--- src/logic/freq_trip_pkg.sv ---
// Constants, register map and types for the frequency trip logic.
// Assumes a 100 MHz clock and a 32-bit classic Wishbone register bus.
package freq_trip_pkg;
    // Timing
    localparam int CLK_PERIOD_NS = 10;
    localparam int MS_NS = 1000000;
    localparam int MS_CYCLES_DEF = MS_NS / CLK_PERIOD_NS;
    localparam int LOSS_MS = 100;
    localparam int LOSS_CYCLES_DEF = LOSS_MS * MS_CYCLES_DEF;
    localparam int PER_W = 24;
    localparam int DLY_W = 16;
    localparam int NUM_SP = 4;
    localparam logic [2:0] PERSIST_CYCLES = 3'h3;
    localparam logic [2:0] PERSIST_SAT = 3'h4;
    localparam logic [PER_W-1:0] PER_MAX = 24'hFFFFFF;
    localparam logic [PER_W-1:0] PER_ONE = 24'h000001;
    // Register byte offsets
    localparam logic [7:0] OFS_CTRL = 8'h00;
    localparam logic [7:0] OFS_STATUS = 8'h04;
    localparam logic [7:0] OFS_OUTS = 8'h08;
    localparam logic [7:0] OFS_SP_BASE = 8'h10;
    localparam logic [7:0] OFS_SP_END = 8'h30;
    // Field positions
    localparam int CTRL_TRST_BIT = 8;
    localparam int STAT_PRESENT_BIT = 24;
    localparam int STAT_BLOCK_BIT = 25;
    localparam int CFG_ROC_BIT = 3;
    localparam int CFG_DLY_LSB = 16;
    // Reset values
    localparam logic [6:0] UV_CUT_RST = 7'h23;
    localparam logic [6:0] UV_FULL = 7'h64;
    localparam logic [PER_W-1:0] THR_RST = 24'h196E6B;
    localparam logic [DLY_W-1:0] DLY_RST = 16'h05DC;

    typedef enum logic [2:0] {
        MODE_UNDER = 3'h1,
        MODE_OVER = 3'h2,
        MODE_RESTORE = 3'h4
    } mode_t;

    typedef enum logic [3:0] {
        ST_IDLE = 4'h1,
        ST_TIMING = 4'h2,
        ST_ON = 4'h4,
        ST_HOLD = 4'h8
    } sp_state_t;

    // Byte-lane merge of a 32-bit write
    function automatic logic [31:0] merge(input logic [31:0] old_v,
            input logic [31:0] new_v, input logic [3:0] sel);
        logic [31:0] r;
        r = old_v;
        for (int b = 0; b < 4; b++) begin
            if (sel[b]) begin
                r[b*8 +: 8] = new_v[b*8 +: 8];
            end
        end
        return r;
    endfunction
endpackage

--- src/logic/sp_if.sv ---
// Carrier between the trip top and one setpoint unit.
// Assumes one clock; the top drives the control side.
`timescale 1ns/1ns
interface sp_if;
    import freq_trip_pkg::*;
    logic [PER_W-1:0] period;
    logic cycle;
    logic clear;
    mode_t mode;
    logic [PER_W-1:0] thr;
    logic [DLY_W-1:0] delay_ms;
    logic ms_tick;
    logic converter;
    logic fe;
    logic timing;
    logic timer_on;
    modport unit(input period, cycle, clear, mode, thr, delay_ms, ms_tick,
        converter, output fe, timing, timer_on);
    modport ctrl(output period, cycle, clear, mode, thr, delay_ms, ms_tick,
        converter, input fe, timing, timer_on);
endinterface

--- src/logic/period_meter.sv ---
// Line period meter: counts clocks between rising edges of the line input.
// Assumes line_i is a squared, clock-synchronous copy of the AC input.
`timescale 1ns/1ns
module period_meter
    import freq_trip_pkg::*;
(
    input wire logic clk_i,
    input wire logic rst_i,
    input wire logic line_i,
    input wire logic [PER_W-1:0] loss_cycles_i,
    output logic [PER_W-1:0] period_o,
    output logic cycle_o,
    output logic present_o
);
    logic line_reg;
    logic seen_reg;
    logic [PER_W-1:0] cnt_reg;
    wire rise = line_i & ~line_reg;
    wire lost = (cnt_reg >= loss_cycles_i);

    always_ff @(posedge clk_i) begin
        if (rst_i) begin
            line_reg <= 1'b0;
            seen_reg <= 1'b0;
            cnt_reg <= '0;
            period_o <= '0;
            cycle_o <= 1'b0;
            present_o <= 1'b0;
        end else begin
            line_reg <= line_i;
            cycle_o <= rise & seen_reg & ~lost;
            if (rise) begin
                cnt_reg <= '0;
                seen_reg <= 1'b1;
                if (seen_reg && !lost) begin
                    period_o <= cnt_reg + PER_ONE;
                    present_o <= 1'b1;
                end
            end else if (lost) begin
                seen_reg <= 1'b0;
                present_o <= 1'b0;
                period_o <= '0;
            end else begin
                cnt_reg <= cnt_reg + PER_ONE;
            end
        end
    end
endmodule

--- src/logic/setpoint_unit.sv ---
// One frequency setpoint: cycle persistence and delay timer.
// Assumes the top asserts clear while the line is absent or blocked.
`timescale 1ns/1ns
module setpoint_unit
    import freq_trip_pkg::*;
(
    input wire logic clk_i,
    input wire logic rst_i,
    sp_if.unit sp
);
    logic [2:0] persist_reg;
    logic [2:0] persist_next;
    logic [DLY_W-1:0] ms_reg;
    sp_state_t state_reg;
    sp_state_t state_next;

    wire deviate = (sp.mode == MODE_UNDER) ? (sp.period > sp.thr)
                                           : (sp.period < sp.thr);
    wire restore = (sp.mode == MODE_RESTORE);
    wire fe_now = (persist_reg > PERSIST_CYCLES);
    wire expired = (ms_reg >= sp.delay_ms);

    assign persist_next = sp.clear ? 3'h0 :
        !sp.cycle ? persist_reg :
        !deviate ? 3'h0 :
        (persist_reg == PERSIST_SAT) ? persist_reg : persist_reg + 3'h1;

    always_comb begin
        state_next = state_reg;
        case (state_reg)
            ST_IDLE: begin
                if (fe_now) begin
                    state_next = restore ? ST_ON : ST_TIMING;
                end
            end
            ST_TIMING: begin
                if (!fe_now) begin
                    state_next = ST_IDLE;
                end else if (expired) begin
                    state_next = ST_ON;
                end
            end
            ST_ON: begin
                if (!fe_now) begin
                    state_next = restore ? ST_HOLD : ST_IDLE;
                end
            end
            ST_HOLD: begin
                if (fe_now) begin
                    state_next = ST_ON;
                end else if (expired) begin
                    state_next = ST_IDLE;
                end
            end
            default: state_next = ST_IDLE;
        endcase
        if (sp.clear) begin
            state_next = ST_IDLE;
        end
    end

    always_ff @(posedge clk_i) begin
        if (rst_i) begin
            persist_reg <= 3'h0;
            state_reg <= ST_IDLE;
            ms_reg <= '0;
        end else begin
            persist_reg <= persist_next;
            state_reg <= state_next;
            if (state_next != state_reg) begin
                ms_reg <= '0;
            end else if (sp.ms_tick && !expired) begin
                ms_reg <= ms_reg + 16'h0001;
            end
        end
    end

    assign sp.fe = fe_now;
    assign sp.timing = (state_reg == ST_TIMING);
    assign sp.timer_on = (state_reg == ST_ON || state_reg == ST_HOLD)
        && (!restore || sp.converter);
endmodule

--- src/logic/freq_trip_top.sv ---
// Frequency trip logic: four setpoints, register file, trip outputs.
// Assumes a classic Wishbone master and clock-synchronous pin inputs.
//
// Operation
// - An under-frequency element asserts only after the frequency stays below its setpoint for more than three cycles.
// - In under and over mode, after an element asserts its delay runs, then the timer output, contact and trip target come on.
// - While voltage is below the cutoff the element, timer and contact outputs are held off and no target sets, and a 100% cutoff blocks everything.
// - Loss of the line input drops contacts, element and timer indications, which are not latched.
// - The rate-of-change option exists per setpoint except the last one in the chain.
// - With rate-of-change on, reaching the next lower setpoint before the first delay ends trips at once.
// - Crossing only the first setpoint trips after its full delay.
// - A rate trip raises timer outputs and rate targets at once while trip targets follow each delay.
// - A restore output exists only while the contact converter input is energized.
// - In restore mode the timer output and contact stay on for the delay after the element drops.
// - Each setpoint runs in under, over or restore mode.
// - Trip targets latch and clear only on target reset or power loss.
//
// Added by the designer: the Wishbone slave port and the address map.
`timescale 1ns/1ns
module freq_trip_top
    import freq_trip_pkg::*;
#(
    parameter int MS_CYCLES = MS_CYCLES_DEF,
    parameter int LOSS_CYCLES = LOSS_CYCLES_DEF
) (
    input wire logic clk_i,
    input wire logic rst_i,
    input wire logic [7:0] adr_i,
    input wire logic [31:0] dat_i,
    output logic [31:0] dat_o,
    input wire logic we_i,
    input wire logic [3:0] sel_i,
    input wire logic stb_i,
    input wire logic cyc_i,
    output logic ack_o,
    input wire logic line_i,
    input wire logic [6:0] volt_pct_i,
    input wire logic converter_i,
    input wire logic target_reset_i,
    output logic [NUM_SP-1:0] freq_element_o,
    output logic [NUM_SP-1:0] timer_output_indicator_o,
    output logic [NUM_SP-1:0] contact_o,
    output logic [NUM_SP-1:0] trip_target_o,
    output logic [NUM_SP-1:0] rate_trip_indicator_o
);
    localparam logic [PER_W-1:0] LOSS_W = PER_W'(LOSS_CYCLES);
    localparam logic [16:0] MS_LAST = 17'(MS_CYCLES - 1);

    // Control and configuration
    logic [6:0] uv_cut_reg;
    logic trst_reg;
    logic [PER_W-1:0] thr_reg [NUM_SP];
    mode_t mode_reg [NUM_SP];
    logic [NUM_SP-1:0] rate_of_change_select;
    logic [DLY_W-1:0] dly_reg [NUM_SP];

    // Timebase and measurement
    logic [16:0] tick_cnt_reg;
    logic ms_tick_reg;
    logic [PER_W-1:0] period;
    logic cycle;
    logic present;
    logic block_reg;
    logic roc_run_reg;

    // Per-setpoint results
    logic [NUM_SP-1:0] fe;
    logic [NUM_SP-1:0] timing;
    logic [NUM_SP-1:0] timer_on;
    logic [NUM_SP-1:0] roc_hit;
    logic [NUM_SP-1:0] timer_out;

    period_meter meter (
        .clk_i(clk_i),
        .rst_i(rst_i),
        .line_i(line_i),
        .loss_cycles_i(LOSS_W),
        .period_o(period),
        .cycle_o(cycle),
        .present_o(present)
    );

    wire uv_block = (volt_pct_i < uv_cut_reg) || (uv_cut_reg >= UV_FULL);
    wire clear_all = block_reg | ~present;

    genvar g;
    generate
        for (g = 0; g < NUM_SP; g++) begin : gen_sp
            sp_if sp();
            assign sp.period = period;
            assign sp.cycle = cycle;
            assign sp.clear = clear_all;
            assign sp.mode = mode_reg[g];
            assign sp.thr = thr_reg[g];
            assign sp.delay_ms = dly_reg[g];
            assign sp.ms_tick = ms_tick_reg;
            assign sp.converter = converter_i;
            assign fe[g] = sp.fe;
            assign timing[g] = sp.timing;
            assign timer_on[g] = sp.timer_on;
            setpoint_unit unit (
                .clk_i(clk_i),
                .rst_i(rst_i),
                .sp(sp.unit)
            );
        end
    endgenerate

    generate
        for (g = 0; g < NUM_SP; g++) begin : gen_roc
            if (g < NUM_SP - 1) begin : g_chain
                assign roc_hit[g] = rate_of_change_select[g] & fe[g]
                    & timing[g] & fe[g+1];
            end else begin : g_last
                assign roc_hit[g] = 1'b0;
            end
        end
    endgenerate

    assign timer_out = timer_on | ({NUM_SP{roc_run_reg}} & fe);

    // Bus decode
    wire req = cyc_i & stb_i & ~ack_o;
    wire wr = req & we_i;
    wire hit_ctrl = (adr_i == OFS_CTRL);
    wire hit_status = (adr_i == OFS_STATUS);
    wire hit_outs = (adr_i == OFS_OUTS);
    wire hit_sp = (adr_i >= OFS_SP_BASE) && (adr_i < OFS_SP_END);
    wire [7:0] sp_off = adr_i - OFS_SP_BASE;
    wire [1:0] sp_idx = sp_off[4:3];
    wire sp_cfg = sp_off[2];
    wire [31:0] ctrl_word = {25'h0, uv_cut_reg};
    wire [31:0] status_word = {6'h0, block_reg, present, period};
    wire [31:0] outs_word = {16'h0, rate_trip_indicator_o, trip_target_o,
        timer_output_indicator_o, freq_element_o};
    wire [31:0] thr_word = {8'h0, thr_reg[sp_idx]};
    wire [31:0] cfg_word = {dly_reg[sp_idx], 12'h0,
        rate_of_change_select[sp_idx], mode_reg[sp_idx]};
    wire [31:0] ctrl_wr = merge(ctrl_word, dat_i, sel_i);
    wire [31:0] thr_wr = merge(thr_word, dat_i, sel_i);
    wire [31:0] cfg_wr = merge(cfg_word, dat_i, sel_i);
    wire [2:0] mode_wr = cfg_wr[2:0];
    wire mode_ok = (mode_wr == MODE_UNDER) || (mode_wr == MODE_OVER)
        || (mode_wr == MODE_RESTORE);
    wire [31:0] rd_data = hit_ctrl ? ctrl_word :
        hit_status ? status_word :
        hit_outs ? outs_word :
        (hit_sp && !sp_cfg) ? thr_word :
        (hit_sp && sp_cfg) ? cfg_word : 32'h0;
    wire target_clear = trst_reg | target_reset_i;

    // Bus answer, one cycle after the request
    always_ff @(posedge clk_i) begin
        if (rst_i) begin
            ack_o <= 1'b0;
            dat_o <= 32'h0;
        end else begin
            ack_o <= req;
            dat_o <= req ? rd_data : 32'h0;
        end
    end

    // Register writes
    always_ff @(posedge clk_i) begin
        if (rst_i) begin
            uv_cut_reg <= UV_CUT_RST;
            trst_reg <= 1'b0;
        end else begin
            trst_reg <= wr & hit_ctrl & sel_i[1] & dat_i[CTRL_TRST_BIT];
            if (wr && hit_ctrl) begin
                uv_cut_reg <= ctrl_wr[6:0];
            end
        end
    end

    always_ff @(posedge clk_i) begin
        if (rst_i) begin
            rate_of_change_select <= '0;
            for (int i = 0; i < NUM_SP; i++) begin
                thr_reg[i] <= THR_RST;
                mode_reg[i] <= MODE_UNDER;
                dly_reg[i] <= DLY_RST;
            end
        end else if (wr && hit_sp) begin
            if (!sp_cfg) begin
                thr_reg[sp_idx] <= thr_wr[PER_W-1:0];
            end else begin
                if (mode_ok) begin
                    mode_reg[sp_idx] <= mode_t'(mode_wr);
                end
                dly_reg[sp_idx] <= cfg_wr[CFG_DLY_LSB +: DLY_W];
                rate_of_change_select[sp_idx] <= cfg_wr[CFG_ROC_BIT]
                    & (sp_idx != 2'(NUM_SP - 1));
            end
        end
    end

    // Millisecond timebase
    always_ff @(posedge clk_i) begin
        if (rst_i) begin
            tick_cnt_reg <= 17'h0;
            ms_tick_reg <= 1'b0;
        end else begin
            ms_tick_reg <= (tick_cnt_reg == MS_LAST);
            tick_cnt_reg <= (tick_cnt_reg == MS_LAST) ? 17'h0
                : tick_cnt_reg + 17'h1;
        end
    end

    // Voltage block register and rate trip run flag
    always_ff @(posedge clk_i) begin
        if (rst_i) begin
            block_reg <= 1'b0;
            roc_run_reg <= 1'b0;
        end else begin
            block_reg <= uv_block;
            if (clear_all || fe == '0) begin
                roc_run_reg <= 1'b0;
            end else if (roc_hit != '0) begin
                roc_run_reg <= 1'b1;
            end
        end
    end

    // Indications and contacts
    always_ff @(posedge clk_i) begin
        if (rst_i) begin
            freq_element_o <= '0;
            timer_output_indicator_o <= '0;
            contact_o <= '0;
        end else begin
            freq_element_o <= fe & {NUM_SP{~clear_all}};
            timer_output_indicator_o <= timer_out & {NUM_SP{~clear_all}};
            contact_o <= timer_out & {NUM_SP{~clear_all}};
        end
    end

    always_ff @(posedge clk_i) begin
        if (rst_i) begin
            trip_target_o <= '0;
            rate_trip_indicator_o <= '0;
        end else begin
            trip_target_o <= (target_clear ? '0 : trip_target_o)
                | (timer_on & {NUM_SP{~clear_all}});
            rate_trip_indicator_o <= (target_clear ? '0
                : rate_trip_indicator_o)
                | (roc_hit & {NUM_SP{~clear_all}});
        end
    end
endmodule

--- config.mk ---
export PLATFORM = sky130hd
export DESIGN_NAME = freq_trip_top
export DESIGN_NICKNAME = d
export VERILOG_FILES = /design/src/logic/freq_trip_pkg.sv /design/src/logic/sp_if.sv /design/src/logic/period_meter.sv /design/src/logic/setpoint_unit.sv /design/src/logic/freq_trip_top.sv
export SDC_FILE = /design/constraint.sdc
export NUM_CORES = 1
export LEC_CHECK = 0
export BUFFER_PORTS_ARGS = -buffer_cell sky130_fd_sc_hd__buf_2
export CORE_AREA = 2 2 258 260
export CTS_CLUSTER_SIZE = 24
export DETAILED_ROUTE_END_ITERATION = 8
export DIE_AREA = 0 0 260 262
export PLACE_DENSITY = 0.56
export SYNTH_ARGS = -nofsm -noshare
export SYNTH_HDL_FRONTEND = slang
export SYNTH_SLANG_ARGS = --single-unit
export TNS_END_PERCENT = 5
--- constraint.sdc ---
create_clock -name clk_i -period 4.25 [get_ports clk_i]
set_clock_uncertainty 0.2 [all_clocks]
set_input_delay 0.2125 -clock clk_i [delete_from_list [all_inputs] [get_ports clk_i]]
set_output_delay 0.2125 -clock clk_i [all_outputs]
set_load 0.005 [all_outputs]
==> flow_metrics.py, run 1 <==
metrics = {
    "final_layout": {
        "layout-drive-gt1-share_pct": 12.3,
        "antenna_cells": 0,
        "final_area_um2": 26100,
        "largest_reg_flops": 96,
        "post-route-util_pct": 40.1,
        "areaGrowthSynthToFinish_pct": 15.5,
        "nets": 2804,
    },
    "sta": {
        "finalSetupViolCount": 0,
        "worst_slew_pin_slew_ps": 1300,
        "period_minus_slack_ps": 3480,
        "finalMaxSlewViolations": 0,
        "timing.final.ws_setup_ps": 770,
        "fmax_ghz": 0.287,
        "whs_ps": 60.3,
        "grt_setup_unrepaired": "no",
        "tns_ps": 0,
        "relSlewSlack_pct": 13.3,
        "period_share_pct": 81.9,
        "hold_viol": 0,
    },
    "critical_path": {
        "path_class": "register to register",
        "critPathLaunchType": "register",
        "worstSetupEndpointType": "register",
        "rr_worst_depth": 11,
        "reg2reg_slack_ps": 770,
        "cp.arrival_ps": 3820,
        "crit_fanout": 9,
        "crit_required_ps": 4590,
    },
    "global_route": {
        "grt_max_degree": 30,
        "grt_pass1_wl_um": 105000,
        "grt_pass1_vias": 18000,
        "antenna_found_initial": 0,
        "track_usage_pct": 20.0,
        "grt-ovfl-total": 0,
    },
    "worst_hold_path": {
        "holdPathStages": 3,
        "min_path_type": "input port to register",
    },
    "synthesis": {
        "ys.flop_type": "dfxtp_1",
        "yosysSeqAreaShare_pct": 42.6,
        "postSynthAreaPerCell_um2": 9.36,
        "synth_edf_count": 172,
        "syn_area_um2": 22600,
        "async_reset_ff_share_pct": 0,
        "ys_warn_count": 0,
        "synth_seq_cells": 396,
        "synthesis.instances": 2419,
        "synth_nets": 2663,
        "synth_cell_types": 74,
    },
    "drt": {
        "ant_nets": 0,
        "drcViolationCount": 0,
        "via_count": 18400,
        "viasPerCell": 5.30,
        "wl_per_cell_um": 19.8,
        "routed_wl_um": 68600,
        "drt-pass1-iter-count": 8,
        "dr.first_iter.drc_count": 1350,
    },
    "placement": {
        "place_area_um2": 24100,
        "pre_cts_ws_ps": 652,
        "io_buffer_count": 110,
        "hpwl_um": 51600,
        "gp_congestion": 0.897,
    },
    "floorplan": {
        "coreArea_um2": 65300,
        "die_h_um": 262,
        "io_pins": 112,
        "num_rows": 94,
        "initial_utilization_pct": 34.7,
        "dieArea_um2": 68100,
        "die_x_um": 260,
    },
    "power": {
        "vdd_drop_max_uv": 245,
        "combPwrFrac_pct": 5.7,
        "p_leak_nw": 10.8,
        "clock_power_share_pct": 47.8,
        "p_per_area_nw_per_um2": 332,
        "p_sw_share_pct": 23.8,
        "seqPwrFrac_pct": 46.5,
        "switchingPower_mw": 2.07,
        "power.internal_mw": 6.61,
    },
    "cts": {
        "h-tree-depth": 2,
        "cts_buffers": 48,
        "clkSinkCount": 396,
        "clk_pin_slew_ps": 60,
        "clock_latency_ps": 610,
        "clk_path_buf_depth": 3,
        "cts-root-buf": "clkbuf_16",
        "cts_tree": "done",
        "cts_setup_buffers": 0,
    },
    "outcome": {
        "status": "finished, final reports clean",
    },
    "job": {
        "maxCapViolations": 0,
    },
}
-- final timing paths --
check                                                end                      from
worst max-delay path            gen_sp[3].unit.ms_reg[2]  gen_sp[3].unit.ms_reg[0]
worst min register to register  rate_of_change_select[3]  rate_of_change_select[3]
worst max register to register  gen_sp[3].unit.ms_reg[2]  gen_sp[3].unit.ms_reg[0]
worst min-delay path                       dly_reg[0][7]                  sel_i[2]
-- stage by stage --
stage,total power [mW],std cells
floorplan,4.38,2419
global placement,4.57,3330
detailed placement,4.58,3330
CTS,8.75,3464
global route,8.93,3464
finish,8.68,3464
-- critical path, cell delays in order (launching register included) --
cell and delay (ps):
dfxtp_1 380, inv_1 90, ha_1 260, nand2b_1 140
a21o_1 170, a211o_1 300, a211oi_2 300, and2_1 350
a21oi_1 110, or4_1 730, buf_4 280, nor2_1 110
-- repair_timing --
item	in CTS	in global routing
hold endpoints to repair	153	0
hold buffers	44	0
resized for setup	0	0
-- area by class of cell --
class,count,area (um2)
clock buffer,68,1330
clock inverter,22,244
fill,6455,39100
inverter,247,927
multi-input combinational,1674,11600
sequential,396,9650
tap,864,1080
timing repair buffer,193,1290
-- cells by family after synthesis --
logic type,synth area share [%]
AND/OR/NAND/NOR,18.7
flip-flops,42.6
AO/OA/AOI/OAI,10.9
buffers and inverters,6.07
adder cells (fa/ha/maj),10.2
XOR/XNOR,4.76
multiplexers,6.73
other,0.0166
-- metal layers --
layer	wire (um)	vias to the layer above	global-route usage, %
li1	-	8760	-
met1	31300	8884	28.2
met2	30700	625	31.8
met3	4900	94	2.78
met4	1670	0	6.19
met5	0	-	0
-- Yosys cell counts, types with 6 or more instances --
cell type / instances / share of area, %
nand3_1: 51 / 1.1
dfxtp_1: 224 / 20
or2_2: 11 / 0.30
a31oi_1: 10 / 0.28
inv_1: 247 / 4.1
buf_1: 10 / 0.17
or3b_2: 6 / 0.23
mux2_2: 18 / 0.90
nor3_1: 50 / 1.1
nor2_4: 10 / 0.50
clkbuf_1: 67 / 1.1
and3_1: 22 / 0.61
ha_1: 185 / 10
a21oi_1: 118 / 2.6
a211oi_1: 15 / 0.50
nor4_1: 27 / 0.75
and4_1: 7 / 0.27
mux2i_1: 33 / 1.5
and2_1: 18 / 0.50
a211o_1: 9 / 0.35
o21ai_0: 91 / 2.0
nand2_1: 235 / 3.9
nor2b_1: 34 / 0.94
nor2_1: 290 / 4.8
edfxtp_1: 172 / 23
a222oi_1: 13 / 0.57
a22o_1: 6 / 0.23
xnor2_1: 80 / 3.1
buf_2: 17 / 0.38
a22oi_1: 12 / 0.40
nand2b_1: 29 / 0.80
nand4_1: 46 / 1.3
a221oi_1: 8 / 0.31
nor3b_1: 8 / 0.27
or3_1: 22 / 0.61
xor2_1: 43 / 1.7
a21o_1: 37 / 1.2
o211ai_1: 18 / 0.60
mux4_2: 44 / 4.4
o31ai_1: 11 / 0.36
-- cell usage in the layout, fill, tap and decap left out, types with 10 or more instances in the layout --
cell	instances
nor2_1	288
inv_1	247
nand2_1	235
dfxtp_1	224
ha_1	185
edfxtp_1	172
a21oi_1	118
buf_2	109
o21ai_0	90
xnor2_1	80
nand3_1	51
nor3_1	49
clkbuf_16	49
nand4_1	46
mux4_2	44
dlygate4sd3_1	44
xor2_1	43
buf_4	40
a21o_1	37
nor2b_1	34
mux2i_1	33
nand2b_1	29
nor4_1	26
or3_1	22
and3_1	22
and2_1	18
mux2_2	18
o211ai_1	18
clkbuf_1	16
a211oi_1	15
a222oi_1	13
a22oi_1	12
or2_2	11
o31ai_1	11
a31oi_1	10
nor2_4	10
-- power by group through the flow --
stage	sequential (mW)	clock (mW)	combinational, mW
after floorplan	4.10	0	0.278
after global placement	4.12	0	0.454
after detailed placement	4.12	0	0.458
after CTS	4.03	4.22	0.493
after global routing	4.04	4.36	0.530
final	4.04	4.15	0.494
Note: power is estimated with default switching activity, not from simulation.
==> inputs of run 2 (changes only) <==
--- a/config.mk
+++ b/config.mk
@@ -5,11 +5,12 @@
 export SDC_FILE = /design/constraint.sdc
 export NUM_CORES = 1
 export LEC_CHECK = 0
+export ABC_AREA = 1
 export BUFFER_PORTS_ARGS = -buffer_cell sky130_fd_sc_hd__buf_2
-export CORE_AREA = 2 2 258 260
+export CORE_AREA = 2 2 262 264
 export CTS_CLUSTER_SIZE = 24
 export DETAILED_ROUTE_END_ITERATION = 8
-export DIE_AREA = 0 0 260 262
+export DIE_AREA = 0 0 264 266
 export PLACE_DENSITY = 0.56
 export SYNTH_ARGS = -nofsm -noshare
 export SYNTH_HDL_FRONTEND = slang
==> constraint.sdc (replaced) <==
create_clock -name clk_i -period 3.6 [get_ports clk_i]
set_clock_uncertainty 0.2 [all_clocks]
set_input_delay 0.18 -clock clk_i [delete_from_list [all_inputs] [get_ports clk_i]]
set_output_delay 0.18 -clock clk_i [all_outputs]
set_load 0.005 [all_outputs]
==> flow_metrics.py, run 2 <==
metrics = {
    "placement": {
        "gp_congestion": 0.867,
        "pre_cts_ws_ps": 659,
        "io_buffer_count": 110,
        "hpwl_um": 55200,
    },
    "floorplan": {
        "die_x_um": 264,
        "coreArea_um2": 67700,
        "num_rows": 96,
        "dieArea_um2": 70200,
        "io_pins": 112,
        "die_h_um": 266,
        "initial_utilization_pct": 34.5,
    },
    "final_layout": {
        "nets": 3387,
        "layout_commonest_cell": "nand2_1",
        "post-route-util_pct": 40.0,
        "largest_reg_flops": 96,
        "final_cell_mix": "641 x nand2_1, 450 x inv_1, 294 x nor2_1",
        "areaGrowthSynthToFinish_pct": 16.0,
        "layout-drive-gt1-share_pct": 11.8,
    },
    "cts": {
        "h-tree-depth": 2,
        "cts_resized": 0,
        "clk_path_buf_depth": 3,
        "cts_buffers": 48,
        "clkSinkCount": 396,
        "clock_latency_ps": 600,
        "cts_tree": "done",
        "cts-root-buf": "clkbuf_16",
        "cts_setup_buffers": 0,
        "clk_pin_slew_ps": 60,
    },
    "synthesis": {
        "synth_fa_ha_area_share_pct": 9.91,
        "synth_nets": 3217,
        "synth_xor_area_share_pct": 3.08,
        "yosysTopAreaCellShare_pct": 22.1,
        "syn_area_um2": 23300,
        "synth_area_leader_cell": "edfxtp_1",
        "synth_most_common_cell": "nand2_1",
        "synth_cell_types": 58,
        "synthesis.instances": 2973,
        "synth_seq_cells": 396,
        "postSynthAreaPerCell_um2": 7.85,
        "synth_top_family_by_area": "simple AND/OR/NAND/NOR gates",
        "synthTopCellsByArea": "edfxtp_1 22%, dfxtp_1 19%, nand2_1 10%, ha_1 9.9%, inv_1 7.2%",
        "synth_edf_count": 172,
        "synth_common_cells": "641 x nand2_1, 450 x inv_1, 295 x nor2_1",
        "ys_warn_count": 0,
        "yosys.area_share.simple_pct": 24.8,
        "async_reset_ff_share_pct": 0,
        "ys.flop_type": "dfxtp_1",
        "yosysSeqAreaShare_pct": 41.3,
        "synth_mux_area_share_pct": 0.129,
        "synth_compound_area_share_pct": 11.0,
    },
    "global_route": {
        "grt_util_met1_pct": 28.5,
        "grt_pass1_vias": 19300,
        "track_usage_pct": 20.7,
        "grt-ovfl-total": 0,
        "grt_max_degree": 59,
        "grt_util_met3_pct": 3.73,
        "met2_usage_pct": 33.0,
        "antenna_found_initial": 1,
        "grt.busiest_layer": "met2",
        "grt_pass1_wl_um": 113000,
    },
    "drt": {
        "ant_nets": 0,
        "viasPerCell": 4.99,
        "drcViolationCount": 0,
        "routed_wl_um": 73300,
        "wl_per_cell_um": 18.0,
        "dr.first_iter.drc_count": 1498,
        "drt-pass1-iter-count": 6,
        "via_count": 20300,
    },
    "critical_path": {
        "crit_fanout": 16,
        "worst_r2r_startpoint": "dly_reg[1][9]",
        "critPathLaunchType": "register",
        "crit_end": "gen_sp[1].unit.ms_reg[8]",
        "crit_family": "simple AND/OR/NAND/NOR gates",
        "crit_slowest_cell": "a21oi_1",
        "worst-path-stages": 13,
        "worstSetupEndpointType": "register",
        "crit_top_cell": "nand2_1",
        "cpPeakStageDelay_ps": 490,
        "rr_endpoint": "gen_sp[1].unit.ms_reg[8]",
        "crit_required_ps": 3910,
        "critPathBufInv": 1,
        "rr_worst_depth": 13,
        "startpoint": "dly_reg[1][9]",
        "reg2reg_slack_ps": 630,
        "cp.arrival_ps": 3280,
        "path_cells": "inv_1, ha_1, a21oi_1, o21ai_0, a21oi_1, nand3_1, nand2_1, nand2_1, nand2_1, nand2_1, nor2_2, nand3_2, nor2_1",
        "path_class": "register to register",
    },
    "sta": {
        "relSlewSlack_pct": 27.7,
        "finalMaxSlewViolations": 0,
        "fmax_ghz": 0.337,
        "timing.final.ws_setup_ps": 633,
        "hold_viol": 0,
        "period_share_pct": 82.4,
        "worst_slew_pin_slew_ps": 1080,
        "tns_ps": 0,
        "period_minus_slack_ps": 2970,
        "grt_setup_unrepaired": "no",
        "finalSetupViolCount": 0,
    },
    "power": {
        "p_per_area_nw_per_um2": 389,
        "p_leak_nw": 11.8,
        "vdd_drop_max_uv": 318,
    },
    "worst_hold_path": {
        "min_path_type": "input port to register",
        "hp-start": "adr_i[3]",
    },
    "job": {
        "maxCapViolations": 0,
    },
    "outcome": {
        "status": "finished, final reports clean",
    },
}
## run 2: changes by cell type in the layout (fill, tap and decap cells not counted), sizes merged, moves of 39 or more
cell	before	now
nor2	300	339
inv	251	497
mux4	44	0
nor3	51	90
xnor2	80	18
o21ai	92	135
nand2	235	644
nand3	51	146
## run 2: worst min-delay path by stage
stage / endpoint / slack, ps / cells after the start
after floorplan: meter.line_reg / 100 / 2
after global placement: meter.line_reg / 210 / 3
final: thr_reg[2][3] / 70 / 4
after detailed placement: meter.line_reg / 220 / 3
after global routing: dat_o[2] / 60 / 4
after CTS: thr_reg[2][3] / 30 / 4
## run 2: where the power goes
group | internal [mW] | leakage, nW | total (mW) | switching (mW)
Clock | 3.10 | 0.827 | 5.12 | 2.02
Sequential | 4.73 | 3.30 | 4.76 | 0.0290
Combinational | 0.203 | 7.66 | 0.670 | 0.467
Total | 8.03 | 11.8 | 10.5 | 2.52
## run 2: worst min-delay path: cells and delay by family
family                 cells  cell delay, ps
buffers and inverters      2             370
and+or+nand+nor            2             180
## run 2: what timing repair did
item	in CTS	in global routing
endpoints found under the hold margin	156	0
hold buffers	48	0
setup endpoints to repair	0	0
## run 2: metrics by stage
stage / power [mW] / area [um2] / hold WS [ps] / std cells
6_report: 10.5 / 27100 / 71.1 / 4065
5_1_grt: 10.9 / 27100 / 58.9 / 4064
4_1_cts: 10.6 / 27100 / 26.6 / 4064
3_5_place_dp: 5.47 / 24900 / 221 / 3927
3_3_place_gp: 5.47 / 24900 / 213 / 3927
2_1_floorplan: 5.20 / 23300 / 105 / 2973
## run 2: routing by layer
| layer | share of wire, % | wire [um] |
|---|---|---|
| met3 | 6.4 | 4730 |
| met1 | 47 | 34100 |
| met4 | 3.0 | 2160 |
| met5 | 0.020 | 15 |
| met2 | 44 | 32200 |
## run 2: kinds of logic (layout without fill, tap and decap cells)
logic type / after synthesis / after routing
AO/OA/AOI/OAI: 425 / 425
other: 1 / 2
multiplexers: 3 / 3
buffers and inverters: 572 / 781
AND/OR/NAND/NOR: 1309 / 1309
XOR/XNOR: 82 / 82
adder cells (fa/ha/maj): 185 / 185
flip-flops: 396 / 396
## run 2: cell type report
type,count,area [um2]
diodes,1,2.50
clock buffers,68,1410
clock inverters,21,246
fillers,7081,40700
inverters,496,1870
multi-input cells,2005,11500
flip-flops and latches,396,9650
well taps,882,1100
repair buffers,196,1350
